`src/shared/rtcr_pkg.sv`:
```
// Constants for the battery-backed clock with two banks of CMOS RAM.
// Assumes one 200 MHz system clock; ports are I/O port numbers, indices are RAM byte offsets.
package rtcr_pkg;

    ////////////////////////////////////////////////////////////////////////
    // I/O ports and indices
    localparam logic [4:0] PORT_BASE_HI  = 5'h0E;   // Ports 70h..77h
    localparam logic [7:0] STD_INDEX_PORT = 8'h70;
    localparam logic [7:0] STD_DATA_PORT  = 8'h71;
    localparam logic [7:0] EXT_INDEX_PORT = 8'h72;
    localparam logic [7:0] EXT_DATA_PORT  = 8'h73;
    localparam logic [6:0] IDX_TIME_LAST  = 7'h09;
    localparam logic [6:0] IDX_REG_A      = 7'h0A;
    localparam logic [6:0] IDX_REG_B      = 7'h0B;
    localparam logic [6:0] IDX_REG_C      = 7'h0C;
    localparam logic [6:0] IDX_REG_D      = 7'h0D;
    localparam logic [6:0] LOCK_BASE      = 7'h38;  // 8-byte range 38h..3Fh
    localparam int         NMI_BIT        = 7;

    ////////////////////////////////////////////////////////////////////////
    // Register fields
    localparam int UPDATE_IN_PROGRESS = 7;
    localparam int B_SET = 7;
    localparam int B_PIE = 6;
    localparam int B_AIE = 5;
    localparam int B_UIE = 4;
    localparam int B_DM  = 2;
    localparam int B_24H = 1;
    localparam int C_IRQF = 7;
    localparam int D_VRT = 7;
    localparam logic [2:0] DIV_VALID    = 3'h2;
    localparam logic [3:0] PER_RATE_MIN = 4'hD;

    ////////////////////////////////////////////////////////////////////////
    // Values after reset
    localparam logic [7:0] IDX_RST   = 8'h00;
    localparam logic [6:0] REG_A_RST = 7'h20;
    localparam logic [7:0] REG_B_RST = 8'h02;
    localparam logic [5:0] REG_D_RST = 6'h00;
    localparam logic [7:0] DATA_RST  = 8'h00;
    localparam logic [7:0] READ_UNDEF = 8'hFF;

    ////////////////////////////////////////////////////////////////////////
    // Timing
    localparam int OSC_HZ        = 32768;           // Edges per second
    localparam int CLK_KHZ       = 200000;
    localparam int UIP_LEAD_MS   = 488;
    localparam int UPD_MAX_MS    = 1984;
    localparam int UIP_LEAD_CYC  = UIP_LEAD_MS * CLK_KHZ;

    typedef enum logic [1:0] {ST_IDLE, ST_LEAD, ST_UPD} rtcr_state_e;

endpackage : rtcr_pkg

```
`src/rtl/rtcr_top.sv`:
```
// Clock and CMOS RAM block behind I/O ports 70h..77h.
// Assumes the host gives one-cycle rd/wr strobes in the clk_sys domain;
// the oscillator and the well reset arrive asynchronously from pins.
//
// Notes on behaviour
// - Alarm repeats from every second to monthly; periodic interrupt 125 to 500 ms.
// - An interrupt can flag that an update cycle has just finished.
// - Seconds through year are counted, leap years included.
// - Hours in 12 or 24 hour form; all fields BCD or binary.
// - The one-second tick divides the 32.768 kHz oscillator.
// - Bytes 0..9 hold time and date, 0Ah..0Dh hold registers A..D.
// - A host write to a time byte beats the hardware update.
// - Update once a second only when not inhibited and divider valid.
// - Update increments, checks overflow, checks alarm, writes back.
// - Update starts at least 488 ms after the busy flag, ends by 1984 ms.
// - Time bytes 0..9 read back FFh during the update; host writes still land.
// - One interrupt on vector 8 to both controllers, unshared, internal.
// - Two lockable 8-byte ranges, upper and lower lock bits.
// - Locked range ignores writes and reads back an undefined value.
// - A lock bit stays set until hard reset.
// - Well reset sets power-lost status and restores well defaults.
// - Standard and extended banks of 128 bytes; extended is plain RAM.
// - Extended bank uses index port 72h and data port 73h.
// - With upper bank disabled, 72h/76h and 73h/77h alias the standard ports.
// - Writes to 72h, 74h, 76h leave the NMI enable bit alone.
// - Reading the standard index port gives FFh; writes act normally.
module rtcr_top
    import rtcr_pkg::*;
#(
    parameter int UIP_LEAD_CYCLES = rtcr_pkg::UIP_LEAD_CYC,
    parameter int OSC_TICKS       = rtcr_pkg::OSC_HZ
) (
    input  wire logic       clk_sys,
    input  wire logic       rst,
    input  wire logic       osc_32k,
    input  wire logic       rtc_well_reset_n,
    input  wire logic [7:0] io_addr,
    input  wire logic       io_rd,
    input  wire logic       io_wr,
    input  wire logic [7:0] io_wdata,
    input  wire logic       upper_bank_enable,
    input  wire logic       upper_range_lock_set,
    input  wire logic       lower_range_lock_set,
    input  wire logic       power_lost_clear,
    output logic      [7:0] io_rdata_q,
    output logic            nmi_enable_q,
    output logic            irq8_pic_q,
    output logic            irq8_apic_q,
    output logic            update_in_progress_q,
    output logic            power_lost_status_q,
    output logic            upper_range_lock_q,
    output logic            lower_range_lock_q
);
    import rtcr_pkg::*;

    ////////////////////////////////////////////////////////////////////////
    // Pin synchronisers, divider and update sequencer
    logic        o1_q, o2_q, o3_q, osc_q, osc_d;
    logic        w1_q, w2_q, w3_q, wl_q, wl_d;
    logic [14:0] sub_q, sub_d, per_q, per_d, per_lim;
    logic [31:0] lead_q, lead_d;
    rtcr_state_e st_q, st_d;
    logic        uip_d, osc_rise, run, tick, per_tick;
    logic [6:0]  a_q, a_d;
    logic [7:0]  b_q, b_d;
    logic [5:0]  d_q, d_d;

    always_comb begin
        osc_d    = osc_q;
        wl_d     = wl_q;
        osc_rise = 1'b0;
        if (o2_q == o3_q) begin
            osc_d    = o2_q;
            osc_rise = o2_q & ~osc_q;
        end
        if (w2_q == w3_q) begin
            wl_d = ~w2_q;
        end
        run  = ~b_q[B_SET] & (a_q[6:4] == DIV_VALID) & ~wl_q;
        tick = 1'b0;
        sub_d = sub_q;
        if (!run) begin
            sub_d = '0;
        end else if (osc_rise) begin
            if (sub_q == 15'(OSC_TICKS - 1)) begin
                sub_d = '0;
                tick  = 1'b1;
            end else begin
                sub_d = sub_q + 15'h1;
            end
        end
        // Only the three slowest rates: 4096, 8192, 16384 oscillator edges
        per_lim  = 15'((32'h1 << (a_q[3:0] - 4'h1)) - 1);
        per_tick = 1'b0;
        per_d    = per_q;
        if (a_q[3:0] < PER_RATE_MIN || a_q[6:4] != DIV_VALID) begin
            per_d = '0;
        end else if (osc_rise) begin
            if (per_q >= per_lim) begin
                per_d    = '0;
                per_tick = 1'b1;
            end else begin
                per_d = per_q + 15'h1;
            end
        end
        st_d   = st_q;
        lead_d = lead_q;
        uip_d  = update_in_progress_q;
        unique case (st_q)
            ST_IDLE: begin
                if (tick) begin
                    st_d   = ST_LEAD;
                    lead_d = '0;
                    uip_d  = 1'b1;
                end
            end
            ST_LEAD: begin
                if (!run) begin
                    st_d  = ST_IDLE;
                    uip_d = 1'b0;
                end else if (lead_q == 32'(UIP_LEAD_CYCLES - 1)) begin
                    st_d = ST_UPD;
                end else begin
                    lead_d = lead_q + 32'h1;
                end
            end
            ST_UPD: begin
                st_d  = ST_IDLE;
                uip_d = 1'b0;
            end
        endcase
    end

    always_ff @(posedge clk_sys or posedge rst) begin
        if (rst) begin
            o1_q <= 1'b0;
            o2_q <= 1'b0;
            o3_q <= 1'b0;
            osc_q <= 1'b0;
            w1_q <= 1'b1;
            w2_q <= 1'b1;
            w3_q <= 1'b1;
            wl_q <= 1'b0;
            sub_q <= '0;
            per_q <= '0;
            lead_q <= '0;
            st_q <= ST_IDLE;
            update_in_progress_q <= 1'b0;
        end else begin
            o1_q <= osc_32k;
            o2_q <= o1_q;
            o3_q <= o2_q;
            osc_q <= osc_d;
            w1_q <= rtc_well_reset_n;
            w2_q <= w1_q;
            w3_q <= w2_q;
            wl_q <= wl_d;
            sub_q <= sub_d;
            per_q <= per_d;
            lead_q <= lead_d;
            st_q <= st_d;
            update_in_progress_q <= uip_d;
        end
    end

    ////////////////////////////////////////////////////////////////////////
    // Time arithmetic
    function automatic logic [6:0] to_bin(input logic [7:0] v, input logic bin);
        return bin ? v[6:0] : 7'(v[7:4] * 10 + v[3:0]);
    endfunction : to_bin

    function automatic logic [7:0] to_fmt(input logic [6:0] v, input logic bin);
        return bin ? {1'b0, v} : {4'(v / 10), 4'(v % 10)};
    endfunction : to_fmt

    logic [7:0] tm_q [10];
    logic [7:0] tm_d [10];
    logic [7:0] nt [10];
    logic [6:0] sec, mnt, hr, h12, dow, dom, mon, yr, dim;
    logic [7:0] h12f;
    logic       bin, alarm_hit;

    always_comb begin
        bin = b_q[B_DM];
        sec = to_bin(tm_q[0], bin);
        mnt = to_bin(tm_q[2], bin);
        dow = to_bin(tm_q[6], bin);
        dom = to_bin(tm_q[7], bin);
        mon = to_bin(tm_q[8], bin);
        yr  = to_bin(tm_q[9], bin);
        if (b_q[B_24H]) begin
            hr = to_bin(tm_q[4], bin);
        end else begin
            hr = to_bin({1'b0, tm_q[4][6:0]}, bin);
            hr = ((hr == 7'd12) ? 7'd0 : hr) + (tm_q[4][7] ? 7'd12 : 7'd0);
        end
        unique case (mon)
            7'd2: dim = (yr[1:0] == 2'b00) ? 7'd29 : 7'd28;
            7'd4, 7'd6, 7'd9, 7'd11: dim = 7'd30;
            default: dim = 7'd31;
        endcase
        sec = sec + 7'd1;
        if (sec >= 7'd60) begin
            sec = '0;
            mnt = mnt + 7'd1;
            if (mnt >= 7'd60) begin
                mnt = '0;
                hr  = hr + 7'd1;
                if (hr >= 7'd24) begin
                    hr  = '0;
                    dow = (dow >= 7'd7) ? 7'd1 : dow + 7'd1;
                    dom = dom + 7'd1;
                    if (dom > dim) begin
                        dom = 7'd1;
                        mon = mon + 7'd1;
                        if (mon > 7'd12) begin
                            mon = 7'd1;
                            yr  = (yr >= 7'd99) ? 7'd0 : yr + 7'd1;
                        end
                    end
                end
            end
        end
        h12  = (hr % 7'd12 == 7'd0) ? 7'd12 : hr % 7'd12;
        h12f = to_fmt(h12, bin);
        nt    = tm_q;
        nt[0] = to_fmt(sec, bin);
        nt[2] = to_fmt(mnt, bin);
        nt[4] = b_q[B_24H] ? to_fmt(hr, bin) : {hr >= 7'd12, h12f[6:0]};
        nt[6] = to_fmt(dow, bin);
        nt[7] = to_fmt(dom, bin);
        nt[8] = to_fmt(mon, bin);
        nt[9] = to_fmt(yr, bin);
        // Top bits 11b in an alarm byte mean "any"; date 0 means any day
        alarm_hit = (tm_q[1][7:6] == 2'b11 || tm_q[1] == nt[0])
                  & (tm_q[3][7:6] == 2'b11 || tm_q[3] == nt[2])
                  & (tm_q[5][7:6] == 2'b11 || tm_q[5] == nt[4])
                  & (d_q == 6'h00 || d_q == 6'(dom));
    end

    ////////////////////////////////////////////////////////////////////////
    // Host ports, registers and flags
    logic [7:0] std_ram [128];
    logic [7:0] ext_ram [128];
    logic [6:0] sidx_q, sidx_d, xidx_q, xidx_d;
    logic [2:0] flg_q, flg_d;  // Periodic, alarm, update-ended
    logic [7:0] rdata_d;
    logic       nmi_d, pl_d, ul_d, ll_d, irq_d, hit, is_ext, is_idx;
    logic       std_we, ext_we, upd, rd_c, lo_lock, up_lock;

    always_comb begin
        hit    = io_addr[7:3] == PORT_BASE_HI;
        is_ext = io_addr[1] & upper_bank_enable;
        is_idx = ~io_addr[0];
        upd    = st_q == ST_UPD;
        lo_lock = lower_range_lock_q & (sidx_q[6:3] == LOCK_BASE[6:3]);
        up_lock = upper_range_lock_q & (xidx_q[6:3] == LOCK_BASE[6:3]);
        sidx_d = sidx_q;
        xidx_d = xidx_q;
        nmi_d  = nmi_enable_q;
        a_d    = a_q;
        b_d    = b_q;
        d_d    = d_q;
        tm_d   = upd ? nt : tm_q;
        std_we = 1'b0;
        ext_we = 1'b0;
        rd_c   = 1'b0;
        rdata_d = io_rdata_q;
        if (hit && io_wr) begin
            if (is_idx && is_ext) begin
                xidx_d = io_wdata[6:0];
            end else if (is_idx) begin
                sidx_d = io_wdata[6:0];
                if (io_addr[2:0] == 3'h0) begin
                    nmi_d = io_wdata[NMI_BIT];
                end
            end else if (is_ext) begin
                ext_we = ~up_lock;
            end else if (sidx_q <= IDX_TIME_LAST) begin
                tm_d[4'(sidx_q)] = io_wdata;
            end else if (sidx_q == IDX_REG_A) begin
                a_d = io_wdata[6:0];
            end else if (sidx_q == IDX_REG_B) begin
                b_d = io_wdata;
            end else if (sidx_q == IDX_REG_D) begin
                d_d = io_wdata[5:0];
            end else if (sidx_q > IDX_REG_D) begin
                std_we = ~lo_lock;
            end
        end
        if (hit && io_rd) begin
            if (is_idx) begin
                rdata_d = is_ext ? {1'b0, xidx_q} : READ_UNDEF;
            end else if (is_ext) begin
                rdata_d = up_lock ? READ_UNDEF : ext_ram[xidx_q];
            end else if (sidx_q <= IDX_TIME_LAST) begin
                rdata_d = upd ? READ_UNDEF : tm_q[4'(sidx_q)];
            end else if (sidx_q == IDX_REG_A) begin
                rdata_d = {update_in_progress_q, a_q};
            end else if (sidx_q == IDX_REG_B) begin
                rdata_d = b_q;
            end else if (sidx_q == IDX_REG_C) begin
                rdata_d = {irq8_pic_q, flg_q, 4'h0};
                rd_c    = 1'b1;
            end else if (sidx_q == IDX_REG_D) begin
                rdata_d = {1'b1, 1'b0, d_q};
            end else begin
                rdata_d = lo_lock ? READ_UNDEF : std_ram[sidx_q];
            end
        end
        // Reading C clears the flags, but a same-cycle event still lands
        flg_d = rd_c ? 3'h0 : flg_q;
        flg_d[2] = flg_d[2] | per_tick;
        flg_d[1] = flg_d[1] | (upd & alarm_hit);
        flg_d[0] = flg_d[0] | upd;
        irq_d = |(flg_d & {b_d[B_PIE], b_d[B_AIE], b_d[B_UIE]});
        ul_d  = upper_range_lock_q | upper_range_lock_set;
        ll_d  = lower_range_lock_q | lower_range_lock_set;
        pl_d  = power_lost_status_q & ~power_lost_clear;
        if (wl_q) begin
            pl_d = 1'b1;
            a_d  = REG_A_RST;
            b_d  = REG_B_RST;
            d_d  = REG_D_RST;
            irq_d = 1'b0;
        end
    end

    always_ff @(posedge clk_sys or posedge rst) begin
        if (rst) begin
            sidx_q <= IDX_RST[6:0];
            xidx_q <= IDX_RST[6:0];
            nmi_enable_q <= IDX_RST[NMI_BIT];
            a_q <= REG_A_RST;
            b_q <= REG_B_RST;
            d_q <= REG_D_RST;
            tm_q <= '{default: DATA_RST};
            flg_q <= '0;
            io_rdata_q <= DATA_RST;
            irq8_pic_q <= 1'b0;
            irq8_apic_q <= 1'b0;
            power_lost_status_q <= 1'b0;
            upper_range_lock_q <= 1'b0;
            lower_range_lock_q <= 1'b0;
        end else begin
            sidx_q <= sidx_d;
            xidx_q <= xidx_d;
            nmi_enable_q <= nmi_d;
            a_q <= a_d;
            b_q <= b_d;
            d_q <= d_d;
            tm_q <= tm_d;
            flg_q <= flg_d;
            io_rdata_q <= rdata_d;
            irq8_pic_q <= irq_d;
            irq8_apic_q <= irq_d;
            power_lost_status_q <= pl_d;
            upper_range_lock_q <= ul_d;
            lower_range_lock_q <= ll_d;
        end
    end

    // Battery RAM keeps its contents; no reset on purpose
    always_ff @(posedge clk_sys) begin
        if (std_we) begin
            std_ram[sidx_q] <= io_wdata;
        end
        if (ext_we) begin
            ext_ram[xidx_q] <= io_wdata;
        end
    end

endmodule : rtcr_top

```
`config.mk`:
```
export PLATFORM = sky130hd
export DESIGN_NAME = rtcr_top
export DESIGN_NICKNAME = d
export VERILOG_FILES = /design/src/shared/rtcr_pkg.sv /design/src/rtl/rtcr_top.sv
export SDC_FILE = /design/constraint.sdc
export NUM_CORES = 2
export LEC_CHECK = 0
export BUFFER_PORTS_ARGS = -buffer_cell sky130_fd_sc_hd__buf_2
export CAP_MARGIN = 40
export CORE_ASPECT_RATIO = 0.9
export CORE_MARGIN = 10
export CORE_UTILIZATION = 59
export DETAILED_ROUTE_END_ITERATION = 12
export GPL_TIMING_DRIVEN = 1
export PLACE_DENSITY = 0.77
export SLEW_MARGIN = 20
export SYNTH_ARGS = -nofsm -noshare
export SYNTH_HDL_FRONTEND = slang
export SYNTH_SLANG_ARGS = --single-unit
```
`constraint.sdc`:
```
create_clock -name clk_sys -period 12.55 [get_ports clk_sys]
set_clock_uncertainty 0.05 [all_clocks]
set_input_delay 0.6275 -clock clk_sys [delete_from_list [all_inputs] [get_ports clk_sys]]
set_output_delay 0.6275 -clock clk_sys [all_outputs]
set_load 0.02 [all_outputs]
```
* After elaboration in Yosys (flattened, before gate mapping)
Memory sizes are Yosys's and may differ from the RTL's. Cells that the tools add are included. Widths: inputs -> output; s select.
Storage, ports and cells: bits in registers 204, memory bits (writable) 2048, output and inout bits 15, logic and storage cells 343, memories 2
Operators by class: add/subtract/negate cells 21, multipliers 8, div/mod/pow operators 17, order comparisons 14, equal/unequal tests 39, shift-type cells 1, muxes and demuxes 146, bitwise gates (word level) 27, reduce and logical (&&, ||, !) cells 32
Memory list:
- ext_ram | depth 128, bits a word 8, read ports 1, clocked after memory_dff 0, write ports 1, RTL line rtcr_top.sv:244 | logic [7:0] ext_ram [128];
- std_ram | depth 128, bits a word 8, read ports 1, clocked after memory_dff 0, write ports 1, RTL line rtcr_top.sv:243 | logic [7:0] std_ram [128];
Operator list (count):
- $mux 80 | 6
- $mux 7 | 44
- $div 7x4->32 const B | 8
- $mod 7x4->32 const B | 8
- $mux 8 | 30
- $mux 32 | 3
- $mux 15 | 6
- $bwmux 80 | 1
- $pmux 32 s2 | 1
- $add 7x4->7 | 9
- $mux 6 | 9
- $add 7x1->7 const B | 7
- $eq 7x4->1 const B | 7
- $mul 4x3->6 const B | 7
- $mux 1 | 36
- $add 32x1->32 const B | 1
- $bmux 8 s4 | 1
- $demux 8 s4 | 1
- $eq 32x27->1 const B | 1
- $add 15x1->15 const B | 2
- $eq 8x8->1 | 3
- $ne 2x2->1 const B | 10
- $eq 15x15->1 const B | 1
- $ge 15x15->1 | 1
- 53 further kinds | 102

* Logic depth before layout (Yosys ltp)
depth after elaboration 27, depth in mapped cells 51

* Least setup slack after synthesis
No wires, ideal clock.
kind reg-to-reg, start register b_q[2], end register irq8_apic_q, setup time 0.092 ns, arrival 8.610 ns, required time 12.408 ns, path slack 3.798 ns, stages on the path, launching flop included 51, path through dfrtp_1 -> buf_6 -> buf_12 -> buf_12 -> buf_12 -> buf_6 -> buf_6 -> buf_2 -> buf_4 -> buf_6 -> buf_6 -> clkbuf_1 -> clkbuf_1 -> buf_2 -> mux2_2 -> ha_1 -> inv_1 -> o211ai_1 -> [... 15 more ...] -> nor2_1 -> o311ai_0 -> a2bb2oi_1 -> o211ai_1 -> mux2_2 -> a211oi_2 -> nand2_2 -> xnor2_1 -> inv_1 -> ha_1 -> nor2_1 -> a21oi_1 -> o311ai_0 -> o211ai_1 -> o21ai_0 -> xnor2_1 -> a41oi_2 -> o31ai_2
Between the ends: word-level cells in the longest chain between the ends 25
RTL lines:
- from (decl) | RTL line rtcr_top.sv:65 | logic [7:0] b_q, b_d;
- from (signal assigned) | RTL line rtcr_top.sv:335 | b_q <= REG_B_RST;
- from (signal assigned) | RTL line rtcr_top.sv:350 | b_q <= b_d;
- $mux 7 | RTL line rtcr_top.sv:169 | return bin ? v[6:0] : 7'(v[7:4] * 10 + v[3:0]);
- $eq 7x4->1 | RTL line rtcr_top.sv:195 | hr = ((hr == 7'd12) ? 7'd0 : hr) + (tm_q[4][7] ? 7'd12 : 7'd0);
- $mux 7 | RTL line rtcr_top.sv:195
- $add 7x4->7 | RTL line rtcr_top.sv:195
- $mux 7 | RTL line rtcr_top.sv:191 | if (b_q[B_24H]) begin
- $add 7x1->7 | RTL line rtcr_top.sv:208 | hr = hr + 7'd1;
- $ge 7x5->1 | RTL line rtcr_top.sv:209 | if (hr >= 7'd24) begin
- $mux 7 | RTL line rtcr_top.sv:209
- [... 10 more ...]
- $and 1x1->1 | RTL line rtcr_top.sv:237 | & (tm_q[5][7:6] == 2'b11 || tm_q[5] == nt[4])
- $and 1x1->1 * | RTL line rtcr_top.sv:238 | & (d_q == 6'h00 || d_q == 6'(dom));
- $and 1x1->1 * | RTL line rtcr_top.sv:314 | flg_d[1] = flg_d[1] | (upd & alarm_hit);
- $or 1x1->1 * | RTL line rtcr_top.sv:314
- $and 3x3->3 * | RTL line rtcr_top.sv:316 | irq_d = |(flg_d & {b_d[B_PIE], b_d[B_AIE], b_d[B_UIE]});
- $reduce_or 3->1 * | RTL line rtcr_top.sv:316
- $mux 1 * | RTL line rtcr_top.sv:320 | if (wl_q) begin
- net irq_d | RTL line rtcr_top.sv:248 | logic nmi_d, pl_d, ul_d, ll_d, irq_d, hit, is_ext, is_idx;
- to (signal assigned) | RTL line rtcr_top.sv:356 | irq8_apic_q <= irq_d;
- to (decl) | RTL line rtcr_top.sv:48 | output logic irq8_apic_q,
Mark *: on every way through the listed nets, which the timed path passes. The rest lies on a longest branch. A chain may end at the register's enable or synchronous reset.

* Worst setup path after layout
Ends and elaborated chain as after synthesis.

==> impl_metrics.py <==
metrics = {
    "cts": {
        "clk_pin_slew_ps": 60,
        "cts_buffers": 203,
        "clk_path_buf_depth": 3,
        "cts_tree": "built",
        "cts.sinks": 2252,
        "cts_resized": 0,
        "cts_hold_buf": 6,
        "clockRootBuffer": "clkbuf_16",
        "htree_levels": 4,
        "worstSkewPairLatency_ps": 900,
        "post_cts_buffers": 0,
    },
    "global_routing": {
        "grt_max_degree": 210,
        "grtUsageMet1_pct": 39.1,
        "use_met3_pct": 6.75,
        "grt_pass1_vias": 57700,
        "grt_util_met2_pct": 42.9,
        "grt_overflow": 0,
        "grtUsageTotal_pct": 27.9,
        "antenna_found_initial": 9,
        "grt_pass1_wl_mm": 382,
        "grt.busiest_layer": "met2",
    },
    "finish": {
        "finalNetCount": 6504,
        "drive_above_1_share_pct": 16.6,
        "syn_to_final_growth_pct": 11.1,
    },
    "drt": {
        "wl_per_cell_um": 30.2,
        "drc": 0,
        "wirelength_mm": 262,
        "vias": 60800,
        "vias_per_cell": 7.01,
        "initialDrtViolationCount": 9737,
        "first_pass_iters": 8,
        "antenna_left": 0,
    },
    "critical_path": {
        "crit_family": "compound AO/OA/AOI/OAI gates",
        "reg2reg_from": "b_q[2]",
        "crit_path_max_fanout": 71,
        "crit_buf_inv": 6,
        "cpMaxStageDelayCell": "dfrtp_4",
        "start_kind": "flip-flop",
        "crit_path_end_kind": "flip-flop",
        "cp.required_ps": 13250,
        "crit_start": "b_q[2]",
        "cp_common_cell": "inv_1",
        "worstSetupPathType": "reg2reg",
        "worstPathArrival_ps": 10070,
        "critPathMaxStageDelay_ps": 910,
    },
    "sta": {
        "setup_tns_ps": 0,
        "fin_crit_ps": 9370,
        "finalCritPeriodShare_pct": 74.7,
        "rsz0062_at_grt": "false",
        "slew_headroom_pct": 26.0,
        "holdWs_ps": 64.2,
        "slew_viol_final": 0,
        "setup_viol": 0,
        "hold_violations": 0,
        "clock.fmax_mhz": 107,
        "tightest_slew_ps": 1110,
    },
    "yosys": {
        "yosys.area.top_type_share_pct": 63.5,
        "synthCells": 6134,
        "netlist_top_cells_count": "edfxtp_1 (2048), nor2_1 (519), mux4_2 (341)",
        "syn_avg_cell_area_um2": 15.8,
        "synth.ff_latch_count": 2252,
        "yosysMostFrequentCell": "edfxtp_1",
        "netlist_area_um2": 96800,
        "ys_warn_count": 0,
        "synth_edf_count": 2048,
        "synth_area_leaders": "edfxtp_1 (64%), mux4_2 (7.9%), dfrtp_1 (5.1%)",
        "ys_types": 134,
        "ys_async_sr_fraction_pct": 9.06,
        "synth_flop_cell": "edfxtp_1",
        "synth_top_cell_by_area": "edfxtp_1",
        "ys_seq_area_share_pct": 68.8,
    },
    "floorplanning": {
        "die_area_um2": 181000,
        "rows": 140,
        "pin_count": 41,
        "die_height_um": 404,
        "start_util_pct": 59.6,
        "core_um2": 162000,
        "chipWidth_um": 447,
    },
    "placement": {
        "dp_hpwl_mm": 151,
        "port_buffers": 40,
        "place.gp.congestion": 0.927,
    },
    "job": {
        "max-cap-violations": 0,
    },
    "min_path": {
        "min-delay-path-class": "in2reg",
        "min_from": "io_addr[2]",
    },
    "power_and_ir_drop": {
        "ir_worst_vdd_uv": 176,
        "static-leakage-power_nw": 35.1,
        "p_per_area_nw_per_um2": 157,
    },
    "run_status": {
        "outcome": "completed",
    },
}
area by class of cell:
class	instances	area, um^2
flip-flops and latches	2252	66600
fillers	10300	54800
multi-input cells	3544	28800
clock buffers	248	5300
well taps	2130	2670
repair buffers	292	2610
clock inverters	128	1320
inverters	72	278
diodes	2	5.00
cell usage in the layout, fill, tap and decap left out, drive strengths merged, types with 78 or more instances in the layout:
cell and n:
clkbuf 257, conb 112, buf 277, a31oi 117, clkinv 102, nor2 522
dfrtp 199, mux2i 82, nand2 274, ha 98, inv 78, o21ai 197
mux4 341, a22oi 329, nand3 100, edfxtp 2048, a21oi 152, a22o 111
a221oi 128
worst paths after layout:
| kind | slack, ps | cells after the start | end |
|---|---|---|---|
| worst max-delay path | 3180 | 39 | irq8_apic_q |
| worst min-delay path | 60 | 4 | nmi_enable_q |
| worst max register to register | 3180 | 39 | irq8_apic_q |
| worst min register to register | 310 | 0 | o2_q |
| max in group asynchronous | 11000 | 5 | nt[35] |
| min in group asynchronous | 320 | 3 | nt[38] |
state kept, by name, summed over array words and instances (netlist names), 2 cells and up:
signal and flops:
nt 24, std_ram 1024, lead_q 32, a_q 7, tm_q 56, sidx_q 7
sub_q 15, d_q 6, st_q 2, xidx_q 7, ext_ram 1024, per_q 15
io_rdata_q 8, flg_q 3, b_q 8
where the power goes:
part           internal [mW]  switching [mW]  total [mW]
Clock                   3.40            2.85        6.25
Combinational          0.902            1.49        2.39
Sequential              8.23          0.0527        8.28
metrics by stage:
stage | worst slack [ps] | instance area, um^2 | power, mW | util, % | instances
6_report | 3180 | 108000 | 16.9 | 66.3 | 8668
5_1_grt | 2530 | 108000 | 17.4 | 66.3 | 8667
4_1_cts | 3330 | 107000 | 16.8 | 65.7 | 8568
3_5_place_dp | 3360 | 100000 | 10.7 | 61.6 | 8186
3_3_place_gp | 3470 | 99400 | 10.7 | 61.2 | 8126
2_1_floorplan | 3800 | 97200 | 10.0 | - | 6245
layer usage:
metal | vias to the layer above | wire length, um
met5 | - | 64
met4 | 10 | 10500
met3 | 676 | 32000
met2 | 4610 | 123000
met1 | 30400 | 96400
li1 | 25100 | -
cells by family (layout without fill, tap and decap cells):
| kind of cell | count (synthesis) | count (layout) | synth area share [%] |
|---|---|---|---|
| compound gates | 1365 | 1365 | 10.3 |
| xor+xnor | 131 | 131 | 1.23 |
| fa+ha+maj | 121 | 121 | 1.66 |
| buf+inv | 449 | 740 | 1.96 |
| flops | 2252 | 2252 | 68.8 |
| mux | 478 | 478 | 9.44 |
| other cells | 1 | 114 | 0.00387 |
| simple gates | 1337 | 1337 | 6.60 |
worst reg2reg max path, delay by kind of cell (launching register included):
kind	cells	cell delay, ps
mux	3	1050
buf+inv	6	1250
xor+xnor	2	470
compound gates	14	2680
simple gates	10	1810
flops	1	910
fa+ha+maj	4	1040
Power figures use the tool's default switching activity.
